==> src/design/trb_consts.vh <==
// Purpose: Constants for the result readout bank
// Assumes: Included by trb_result_bank.v only
// Notes:   Addresses are register indices on the serial register port
`ifndef TRB_CONSTS_VH
`define TRB_CONSTS_VH
`define TRB_ADDR_W 6
`define TRB_WORD_W 24
`define TRB_ADDR_TALLY3 6'h15
`define TRB_ADDR_FINE4 6'h16
`define TRB_ADDR_TALLY4 6'h17
`define TRB_ADDR_FINE5 6'h18
`define TRB_ADDR_TALLY5 6'h19
`define TRB_ADDR_FINE6 6'h1A
`define TRB_PAR_BIT 23
`define TRB_TALLY_W 16
`define TRB_FINE_W 23
`define TRB_PAD_W 7
`define TRB_RESET_WORD 24'h000000
`endif

==> src/design/trb_result_bank.v <==
// Purpose: Read-only result registers of one converter channel
// Assumes: Measurement engine drives results and a one-cycle load strobe
// Notes:   Read data is registered; one cycle from request to valid
//          A deselected request is dropped; word and hit flag hold, valid stays low
//          A load and a read on one edge return the word before the load
//          Unmapped indices answer zero with the hit flag low
//
// Behaviour
// RULE_01: Coarse tally shows 16-bit cycle count in 15:0, parity in 23.
// RULE_02: Coarse tally bits 22:16 read zero, kept for averaging mode.
// RULE_03: Fine result is 23-bit unsigned in 22:0, parity in bit 23.
// RULE_04: Fine results four, five, six sit at 16h, 18h, 1Ah.
// RULE_05: Coarse tallies three, four, five sit at 15h, 17h, 19h.
// RULE_06: All registers read-only; reset clears every bit including parity.
// RULE_07: Host asserts this channel's chip select during the access.
// RULE_08: Parity bit makes the whole 24-bit word even parity.
`timescale 1ns/1ps
`default_nettype none
`include "trb_consts.vh"

module trb_result_bank
(
    input wire core_clk_i,                          // 10 MHz core clock
    input wire rst_n_i,                             // Sync reset, active low
    input wire channel_chip_select_n_i,             // Channel select, low
    input wire rd_req_i,                            // Read request pulse
    input wire [`TRB_ADDR_W-1:0] rd_addr_i,         // Register index
    output reg [`TRB_WORD_W-1:0] rd_data_o,         // Read word
    output reg rd_valid_o,                          // Read data valid pulse
    output reg rd_hit_o,                            // Address was mapped
    input wire load_i,                              // Result load strobe
    input wire [`TRB_TALLY_W-1:0] coarse_tally_three_i, // Stop 3 tally
    input wire [`TRB_TALLY_W-1:0] coarse_tally_four_i,  // Stop 4 tally
    input wire [`TRB_TALLY_W-1:0] coarse_tally_five_i,  // Stop 5 tally
    input wire [`TRB_FINE_W-1:0] fine_result_four_i,    // Fine interval 4
    input wire [`TRB_FINE_W-1:0] fine_result_five_i,    // Fine interval 5
    input wire [`TRB_FINE_W-1:0] fine_result_six_i      // Fine interval 6
);

    // Stored result words, each with parity on top
    reg [`TRB_WORD_W-1:0] coarse_tally_stop3;
    reg [`TRB_WORD_W-1:0] coarse_tally_stop4;
    reg [`TRB_WORD_W-1:0] coarse_tally_stop5;
    reg [`TRB_WORD_W-1:0] fine_interval_four;
    reg [`TRB_WORD_W-1:0] fine_interval_five;
    reg [`TRB_WORD_W-1:0] fine_interval_six;
    // Packed words waiting for the next load strobe
    wire [`TRB_WORD_W-1:0] next_tally3;
    wire [`TRB_WORD_W-1:0] next_tally4;
    wire [`TRB_WORD_W-1:0] next_tally5;
    wire [`TRB_WORD_W-1:0] next_fine4;
    wire [`TRB_WORD_W-1:0] next_fine5;
    wire [`TRB_WORD_W-1:0] next_fine6;
    // Read path
    reg [`TRB_WORD_W-1:0] next_rd_data;
    reg next_rd_hit;
    wire rd_take;

    // Packs a tally with zero padding and even parity
    function [`TRB_WORD_W-1:0] trb_pack_tally;
        input [`TRB_TALLY_W-1:0] cnt;
        begin
            trb_pack_tally = {^cnt, {`TRB_PAD_W{1'b0}}, cnt}; // [RULE_01] [RULE_02] [RULE_08]
        end
    endfunction

    // Packs a fine result with even parity on top
    function [`TRB_WORD_W-1:0] trb_pack_fine;
        input [`TRB_FINE_W-1:0] val;
        begin
            trb_pack_fine = {^val, val}; // [RULE_03] [RULE_08]
        end
    endfunction

    // Pack every incoming result into its register layout
    assign next_tally3 = trb_pack_tally(coarse_tally_three_i); // [RULE_01]
    assign next_tally4 = trb_pack_tally(coarse_tally_four_i); // [RULE_01]
    assign next_tally5 = trb_pack_tally(coarse_tally_five_i); // [RULE_01]
    assign next_fine4 = trb_pack_fine(fine_result_four_i); // [RULE_03]
    assign next_fine5 = trb_pack_fine(fine_result_five_i); // [RULE_03]
    assign next_fine6 = trb_pack_fine(fine_result_six_i); // [RULE_03]

    // Stop 3 tally; no write path from the host exists
    always @(posedge core_clk_i)
    begin
        if (!rst_n_i)
        begin
            coarse_tally_stop3 <= `TRB_RESET_WORD; // [RULE_06]
        end
        else if (load_i)
        begin
            coarse_tally_stop3 <= next_tally3;
        end
    end

    // Stop 4 tally, refreshed by each load
    always @(posedge core_clk_i)
    begin
        if (!rst_n_i)
        begin
            coarse_tally_stop4 <= `TRB_RESET_WORD; // [RULE_06]
        end
        else if (load_i)
        begin
            coarse_tally_stop4 <= next_tally4;
        end
    end

    // Stop 5 tally, refreshed by each load
    always @(posedge core_clk_i)
    begin
        if (!rst_n_i)
        begin
            coarse_tally_stop5 <= `TRB_RESET_WORD; // [RULE_06]
        end
        else if (load_i)
        begin
            coarse_tally_stop5 <= next_tally5;
        end
    end

    // Fourth fine result, refreshed by each load
    always @(posedge core_clk_i)
    begin
        if (!rst_n_i)
        begin
            fine_interval_four <= `TRB_RESET_WORD; // [RULE_06]
        end
        else if (load_i)
        begin
            fine_interval_four <= next_fine4;
        end
    end

    // Fifth fine result, refreshed by each load
    always @(posedge core_clk_i)
    begin
        if (!rst_n_i)
        begin
            fine_interval_five <= `TRB_RESET_WORD; // [RULE_06]
        end
        else if (load_i)
        begin
            fine_interval_five <= next_fine5;
        end
    end

    // Sixth fine result, refreshed by each load
    always @(posedge core_clk_i)
    begin
        if (!rst_n_i)
        begin
            fine_interval_six <= `TRB_RESET_WORD; // [RULE_06]
        end
        else if (load_i)
        begin
            fine_interval_six <= next_fine6;
        end
    end

    // Reads count only while this channel is selected
    assign rd_take = rd_req_i & ~channel_chip_select_n_i; // [RULE_07]

    // Address decode; unmapped indices read zero
    always @*
    begin
        next_rd_data = `TRB_RESET_WORD;
        next_rd_hit = 1'h1;
        if (rd_addr_i == `TRB_ADDR_TALLY3)
        begin
            next_rd_data = coarse_tally_stop3; // [RULE_05]
        end
        else if (rd_addr_i == `TRB_ADDR_FINE4)
        begin
            next_rd_data = fine_interval_four; // [RULE_04]
        end
        else if (rd_addr_i == `TRB_ADDR_TALLY4)
        begin
            next_rd_data = coarse_tally_stop4; // [RULE_05]
        end
        else if (rd_addr_i == `TRB_ADDR_FINE5)
        begin
            next_rd_data = fine_interval_five; // [RULE_04]
        end
        else if (rd_addr_i == `TRB_ADDR_TALLY5)
        begin
            next_rd_data = coarse_tally_stop5; // [RULE_05]
        end
        else if (rd_addr_i == `TRB_ADDR_FINE6)
        begin
            next_rd_data = fine_interval_six; // [RULE_04]
        end
        else
        begin
            next_rd_hit = 1'h0;
        end
    end

    // Valid pulse one cycle after a taken request
    always @(posedge core_clk_i)
    begin
        if (!rst_n_i)
        begin
            rd_valid_o <= 1'h0;
        end
        else
        begin
            rd_valid_o <= rd_take;
        end
    end

    // Read word holds until the next taken request
    always @(posedge core_clk_i)
    begin
        if (!rst_n_i)
        begin
            rd_data_o <= `TRB_RESET_WORD; // [RULE_06]
        end
        else if (rd_take)
        begin
            rd_data_o <= next_rd_data;
        end
    end

    // Hit flag holds until the next taken request
    always @(posedge core_clk_i)
    begin
        if (!rst_n_i)
        begin
            rd_hit_o <= 1'h0;
        end
        else if (rd_take)
        begin
            rd_hit_o <= next_rd_hit;
        end
    end

endmodule // trb_result_bank
`default_nettype wire

==> config.mk <==
export PLATFORM = sky130hd
export DESIGN_NAME = trb_result_bank
export DESIGN_NICKNAME = d
export VERILOG_FILES = /design/src/design/trb_result_bank.v
export VERILOG_INCLUDE_DIRS = /design/src /design/src/design
export SDC_FILE = /design/constraint.sdc
export NUM_CORES = 1
export LEC_CHECK = 0
export ABC_AREA = 1
export BUFFER_PORTS_ARGS = -buffer_cell sky130_fd_sc_hd__buf_4
export CAP_MARGIN = 10
export CORE_UTILIZATION = 45
export DETAILED_ROUTE_END_ITERATION = 7
export PLACE_DENSITY = 0.67
export SETUP_SLACK_MARGIN = 0.02
export SLEW_MARGIN = 15
export SYNTH_ARGS = -nofsm -noshare
export SYNTH_HDL_FRONTEND = slang
export SYNTH_SLANG_ARGS = --single-unit
==> constraint.sdc <==
create_clock -name core_clk_i -period 2.95 [get_ports core_clk_i]
set_clock_uncertainty 0.15 [all_clocks]
set_input_delay 0.1475 -clock core_clk_i [delete_from_list [all_inputs] [get_ports core_clk_i]]
set_output_delay 0.1475 -clock core_clk_i [all_outputs]
set_load 0.03 [all_outputs]
==> results.json, run 1 <==
{
  "outcome": "finished, final reports clean",
  "io_pins": 154,
  "ys_top_cells_by_area": "dfxtp_1 (37%), nand2_1 (19%), o21ai_0 (8.8%)",
  "use_met2_pct": 46.6,
  "grt_setup_unrepaired": "false",
  "fmax_ghz": 0.630,
  "report.final.slew_viol_count": 0,
  "finalHoldViolCount": 0,
  "antenna_cells": 0,
  "place_congestion": 0.876,
  "p_leak_nw": 5.42,
  "startpoint_type": "input port",
  "cts_tree": "yes",
  "grt_antenna_before_repair": 0,
  "period_minus_slack_ns": 1.59,
  "postRouteAntennaNets": 0,
  "overflow": 0,
  "die_area_um2": 18400,
  "yosysSeqAreaShare_pct": 37.1,
  "hold_buffers": 117,
  "postCtsResizedCells": 0,
  "cts_sinks": 149,
  "num-fill-cells": 1565,
  "core_um2": 17400,
  "ys.flop_type": "dfxtp_1",
  "synth_common_cells": "nand2_1 (416), dfxtp_1 (149), o21ai_0 (141), a21oi_1 (138), inv_1 (131)",
  "drc": 0,
  "required_ns": 3.17,
  "async_reset_ff_share_pct": 0,
  "grt.busiest_layer": "met2",
  "seq_area_um2": 2980,
  "maxCapViolations": 0,
  "cp-end-kind": "register",
  "rrSetupSlack_ns": 1.62,
  "post-route-period-util_pct": 53.8,
  "cts_buffers": 17,
  "insertion_delay_ns": 0.43,
  "worstPathArrival_ns": 1.81,
  "path_clk_slew_ns": 0.06,
  "h-tree-depth": 4,
  "yosysTopAreaCell": "dfxtp_1",
  "ff2ff_path_depth": 6,
  "dp_hpwl_mm": 17.9,
  "hold_path.class": "input port to register",
  "irDropWorstVdd_mv": 0.422,
  "portBuffers": 153,
  "synth_area_per_cell_um2": 6.31,
  "hold_depth": 2,
  "path_class": "input port to register",
  "drtIter0Drc": 608,
  "start_util_pct": 46.4,
  "power_density_nw_per_um2": 498,
  "syn_inst": 1275,
  "reg2reg_to": "rd_data_o[12]$_SDFFE_PN0P_",
  "syn-num-nets": 1403,
  "fin_hold_ws_ns": 0.0186,
  "r2r_start": "fine_interval_five[12]$_SDFFE_PN0P_",
  "grt_max_degree": 67,
  "routedWlPerCell_um": 14.3,
  "worstMarginPinSlew_ns": 0.871,
  "use_met3_pct": 4.45,
  "synth.distinct_cells": 27,
  "drive_gt1_share_pct": 13.6,
  "setup_viol": 0,
  "vias_per_cell": 5.01,
  "grt_pass1_vias": 8152,
  "met1_usage_pct": 35.6,
  "finalNetCount": 1648,
  "vias": 8811,
  "min_to": "fine_interval_six[14]$_SDFFE_PN0P_",
  "clockBufferDepth": 2,
  "cts_setup_buffers": 0,
  "grtUsageTotal_pct": 28.0,
  "grt_pass1_wl_mm": 40.1,
  "hold_start": "load_i",
  "syn2layout_area_growth_pct": 38.2,
  "synth.most_common_cell": "nand2_1",
  "synthesis.area_um2": 8050,
  "dieWidth_um": 136,
  "cts-root-buf": "clkbuf_16",
  "timing.setup.tns_ns": 0,
  "die_height_um": 136,
  "synth_top_area_share_pct": 37.1,
  "drt-total-wl_mm": 25.2,
  "synth-seq-cells": 149,
  "firstDrtPassIters": 5,
  "slew_headroom_pct": 41.6,
  "synth_edf_count": 0,
  "critPathMaxFanout": 2,
  "yosys_warnings": 0,
  "multi_input_area_um2": 4310,
  "num_rows": 48
}
## per-layer routing
metal | share of wire, % | wire length [um] | up-vias
met5 | 0 | 0 | -
met4 | 3.4 | 859 | 0
met3 | 5.4 | 1360 | 54
met2 | 46 | 11700 | 287
met1 | 45 | 11200 | 3962
li1 | - | - | 4508
## how the worst max path moves through the flow
stage / from / slack, ns / endpoint / depth (start not counted)
2_1_floorplan: rd_addr_i[2] / 1.56 / rd_data_o[12]$_SDFFE_PN0P_ / 10
3_3_place_gp: rd_addr_i[4] / 1.05 / rd_data_o[14]$_SDFFE_PN0P_ / 8
3_5_place_dp: rd_addr_i[4] / 1.02 / rd_data_o[13]$_SDFFE_PN0P_ / 8
4_1_cts: coarse_tally_three_i[10] / 1.40 / coarse_tally_stop3[23]$_SDFFE_PN0P_ / 10
5_1_grt: fine_result_six_i[9] / 1.19 / fine_interval_six[23]$_SDFFE_PN0P_ / 14
6_report: coarse_tally_five_i[6] / 1.36 / coarse_tally_stop5[23]$_SDFFE_PN0P_ / 10
## worst max-delay path, stage by stage
cell and delay [ns]:
dlygate4sd3_1 0.56, buf_4 0.15, xnor2_1 0.31, xor2_1 0.22, nand2_1 0.07, nand2_1 0.06
nand2_1 0.04, nand3_1 0.13, nand2_1 0.06, inv_1 0.05
## registers in the layout, indices dropped and copies added (netlist names)
register            flops
coarse_tally_stop3     17
coarse_tally_stop4     17
coarse_tally_stop5     17
fine_interval_five     24
fine_interval_four     24
fine_interval_six      24
rd_data_o              24
rd_hit_o                1
rd_valid_o              1
## through the flow
stage | utilization, % | area [um^2] | worst slack (ns) | power (mW) | std cells
5_1_grt | 64.1 | 11100 | 1.19 | 5.78 | 1758
2_1_floorplan | - | 8050 | 1.56 | 2.83 | 1275
6_report | 64.1 | 11100 | 1.36 | 5.54 | 1758
4_1_cts | 64.1 | 11100 | 1.40 | 5.53 | 1758
3_3_place_gp | 53.8 | 9330 | 1.05 | 3.16 | 1609
3_5_place_dp | 53.8 | 9330 | 1.02 | 3.18 | 1609
## placed cells by master (no fill, tap or decap), types with 2 or more instances in the layout
cell type / count
inv_2: 5
xnor2_1: 37
buf_4: 164
nand3_2: 2
a31oi_1: 4
clkinv_2: 3
o221ai_1: 4
nand3_1: 13
nor2_1: 115
nand2_1: 416
o21bai_1: 9
nor2_2: 2
o21ai_1: 5
clkinvlp_4: 3
o21ai_0: 141
nor3_1: 13
bufinv_16: 3
nand2_2: 2
clkbuf_16: 17
xor2_1: 29
dfxtp_1: 149
inv_1: 130
clkinv_4: 6
a21oi_1: 138
dlygate4sd3_1: 117
## area by class of cell
| class | count | share of cell area [%] |
|---|---|---|
| Clock buffer | 18 | 3.95 |
| Clock inverter | 14 | 1.61 |
| Inverter | 138 | 4.68 |
| Multi-Input combinational cell | 933 | 38.8 |
| Sequential cell | 149 | 26.8 |
| Tap cell | 225 | 2.53 |
| Timing Repair Buffer | 281 | 21.6 |
## cell families after synthesis
family                 count (synthesis)  synth area share (%)
buffers and inverters                193                  9.33
XOR/XNOR                              66                  7.18
AO/OA/AOI/OAI                        302                  19.3
AND/OR/NAND/NOR                      565                  27.1
flip-flops                           149                  37.1
## power by group
part	total, mW	internal (mW)	switching (mW)
Sequential	2.21	2.14	0.0735
Clock	2.26	1.36	0.901
Combinational	1.06	0.476	0.584
Total	5.54	3.98	1.56
Power figures use the tool's default switching activity.
==> run 2: changes to the inputs <==
- ABC_AREA: 1 -> 0
- PLACE_DENSITY: 0.67 -> 0.68
- clock period: 2.95 -> 1.6 ns (I/O delays scaled with it)
==> run 2 against run 1 <==
Effect of this change: sequential cell count is the same; register-to-register slack lost 1.4 ns; worst hold slack is essentially flat; worst setup slack lost 1.3 ns; clock power grew 82%; first-iteration DRC count shrank 13%; count of clock-buffer cells in the layout grew 5.
==> results.json, run 2 <==
{
  "clockBufferDepth": 2,
  "firstDrtPassIters": 5,
  "grtUsageTotal_pct": 27.9,
  "path_common_cell": "xnor3_1",
  "critical_path.cell_chain": "dlygate4sd3_1 > xnor3_1 > xnor3_1 > xnor3_1 > nor3_1 > nand3b_1",
  "maxCapViolations": 0,
  "slowest_stage": "dlygate4sd3_1",
  "irDropWorstVdd_mv": 0.935,
  "seq_area_um2": 2980,
  "cts_sinks": 149,
  "worstPathArrival_ns": 1.79,
  "synth_edf_count": 0,
  "finalNetCount": 1165,
  "synth_area_per_cell_um2": 9.72,
  "startpoint_type": "input port",
  "die_area_um2": 16700,
  "report.final.slew_viol_count": 0,
  "cp-end-kind": "register",
  "async_reset_ff_share_pct": 0,
  "synth.most_common_cell": "dfxtp_1",
  "multi_input_area_um2": 4090,
  "cts_tree": "yes",
  "postRouteAntennaNets": 0,
  "rrSetupSlack_ns": 0.27,
  "drt-total-wl_mm": 22.8,
  "yosysTopAreaCell": "dfxtp_1",
  "ys.flop_type": "dfxtp_1",
  "grt_antenna_before_repair": 0,
  "total_power_mw": 10.4,
  "syn2layout_area_growth_pct": 48.6,
  "post-route-period-util_pct": 97.8,
  "synth-seq-cells": 149,
  "p_int_mw": 7.74,
  "path_class": "input port to register",
  "setup_viol": 0,
  "routedWlPerCell_um": 18.0,
  "grt_pass1_vias": 6541,
  "critPathMaxFanout": 2,
  "syn_inst": 751,
  "period_minus_slack_ns": 1.56,
  "core_um2": 15900,
  "power_density_nw_per_um2": 954,
  "synth_common_cells": "dfxtp_1 (149), nor2_1 (135), mux2i_1 (117), xnor2_1 (81), nand2_1 (34)",
  "cts-root-buf": "clkbuf_16",
  "crit_family": "XOR/XNOR gates",
  "cts_buffers": 17,
  "outcome": "finished, final reports clean",
  "max_stage_delay_ns": 0.60,
  "p_leak_nw": 4.70,
  "h-tree-depth": 4,
  "portBuffers": 153,
  "final_common_cell": "buf_4",
  "yosysSeqAreaShare_pct": 40.8,
  "hold_path.class": "input port to register",
  "grt_max_degree": 46,
  "critPathBufInv": 1,
  "power_frac_seq_pct": 39.7,
  "fmax_ghz": 0.639,
  "slew_headroom_pct": 76.3,
  "place_congestion": 0.884,
  "drive_gt1_share_pct": 23.5,
  "fin_hold_ws_ns": 0.0190,
  "num_rows": 46,
  "grt_pass1_wl_mm": 34.9,
  "vias_per_cell": 5.22,
  "start_util_pct": 46.0,
  "io_pins": 154,
  "required_ns": 1.82,
  "drtIter0Drc": 527,
  "post-route-util_pct": 68.3,
  "clkPwrFrac_pct": 39.8,
  "vias": 6607,
  "path_clk_slew_ns": 0.06,
  "final_cell_mix": "buf_4 (183), dfxtp_1 (149), nor2_1 (135), dlygate4sd3_1 (128), mux2i_1 (117)",
  "synth.distinct_cells": 42,
  "num-fill-cells": 1228,
  "grt_setup_unrepaired": "false",
  "dp_hpwl_mm": 15.3,
  "synthesis.area_um2": 7300,
  "ys_top_cells_by_area": "dfxtp_1 (41%), mux2i_1 (16%), xnor2_1 (9.7%)",
  "switchingPower_mw": 2.62,
  "syn-num-nets": 879,
  "dieWidth_um": 129,
  "yosys_warnings": 0,
  "drc": 0,
  "insertion_delay_ns": 0.43,
  "combPwrFrac_pct": 20.5,
  "antenna_cells": 0,
  "worstMarginPinSlew_ns": 0.355,
  "synth_top_area_share_pct": 40.8,
  "die_height_um": 129,
  "switching_share_pct": 25.3,
  "overflow": 0,
  "finalHoldViolCount": 0
}
[run 2: cell count changes after synthesis, sizes merged, moves of 19 or more]
| cell | change |
|---|---|
| o21ai | -141 |
| xnor2 | +44 |
| nor2 | +19 |
| buf | +23 |
| mux2i | +117 |
| clkbuf | -21 |
| inv | -134 |
| a21oi | -126 |
| xor2 | -20 |
| nand2 | -382 |
[run 2: logic make-up after synthesis]
group | Yosys count | synth area share (%)
compound gates | 108 | 11.9
xor+xnor | 99 | 13.6
buf+inv | 58 | 4.10
flops | 149 | 40.8
mux | 117 | 16.0
simple gates | 220 | 13.6
[run 2: tightest hold or removal path: cells and delay by family]
kind / cells / cell delay (ns)
buffers and inverters: 2 / 0.23
AND/OR/NAND/NOR: 2 / 0.15
AO/OA/AOI/OAI: 1 / 0.08
[run 2: per-layer routing]
metal,vias to the layer above,global-route usage (%),share of wire (%)
met2,234,49.0,50
met4,0,9.90,2.2
met1,3131,34.5,43
li1,3202,-,-
met5,-,0,0
met3,40,4.54,5.1
[run 2: stage by stage]
step	setup slack, ns	instances	TNS (ns)	area, um^2
after floorplan	0.136	751	0	7300
after global placement	-0.0905	1107	-1.22	8900
after detailed placement	-0.132	1107	-1.80	8900
after CTS	0.0236	1266	0	10800
after global routing	0.0233	1265	0	10900
final	0.0356	1265	0	10900
[run 2: power by group through the flow]
stage                     Sequential (mW)  Clock [mW]  Combinational (mW)
after detailed placement             4.18           0                1.77
after CTS                            4.11        4.17                2.03
after floorplan                      4.13           0                1.12
after global placement               4.18           0                1.75
after global routing                 4.13        4.33                2.27
final                                4.11        4.12                2.12
[run 2: final cells by class]
type	instances	area share [%]
timing repair buffer	324	26.7
inverter	1	0.0461
multi-input combinational	544	37.6
tap	216	2.49
clock inverter	8	1.13
sequential	149	27.5
clock buffer	23	4.50
[run 2: worst paths after layout]
| check | startpoint | end | cells after the start |
|---|---|---|---|
| worst max-delay path | fine_result_five_i[12] | fine_interval_five[23]$_SDFFE_PN0P_ | 6 |
| worst min-delay path | channel_chip_select_n_i | rd_data_o[0]$_SDFFE_PN0P_ | 5 |
| worst min register to register | rd_data_o[17]$_SDFFE_PN0P_ | rd_data_o[17]$_SDFFE_PN0P_ | 2 |
| worst max register to register | coarse_tally_stop5[2]$_SDFFE_PN0P_ | rd_data_o[2]$_SDFFE_PN0P_ | 4 |
[run 2: timing repair]
action | in CTS | in global routing
endpoints found under the hold margin | 133 | 1
endpoints found under the setup margin | 0 | 4
resized for setup | 0 | 10
buffers inserted | 0 | 0
hold buffers | 128 | 1
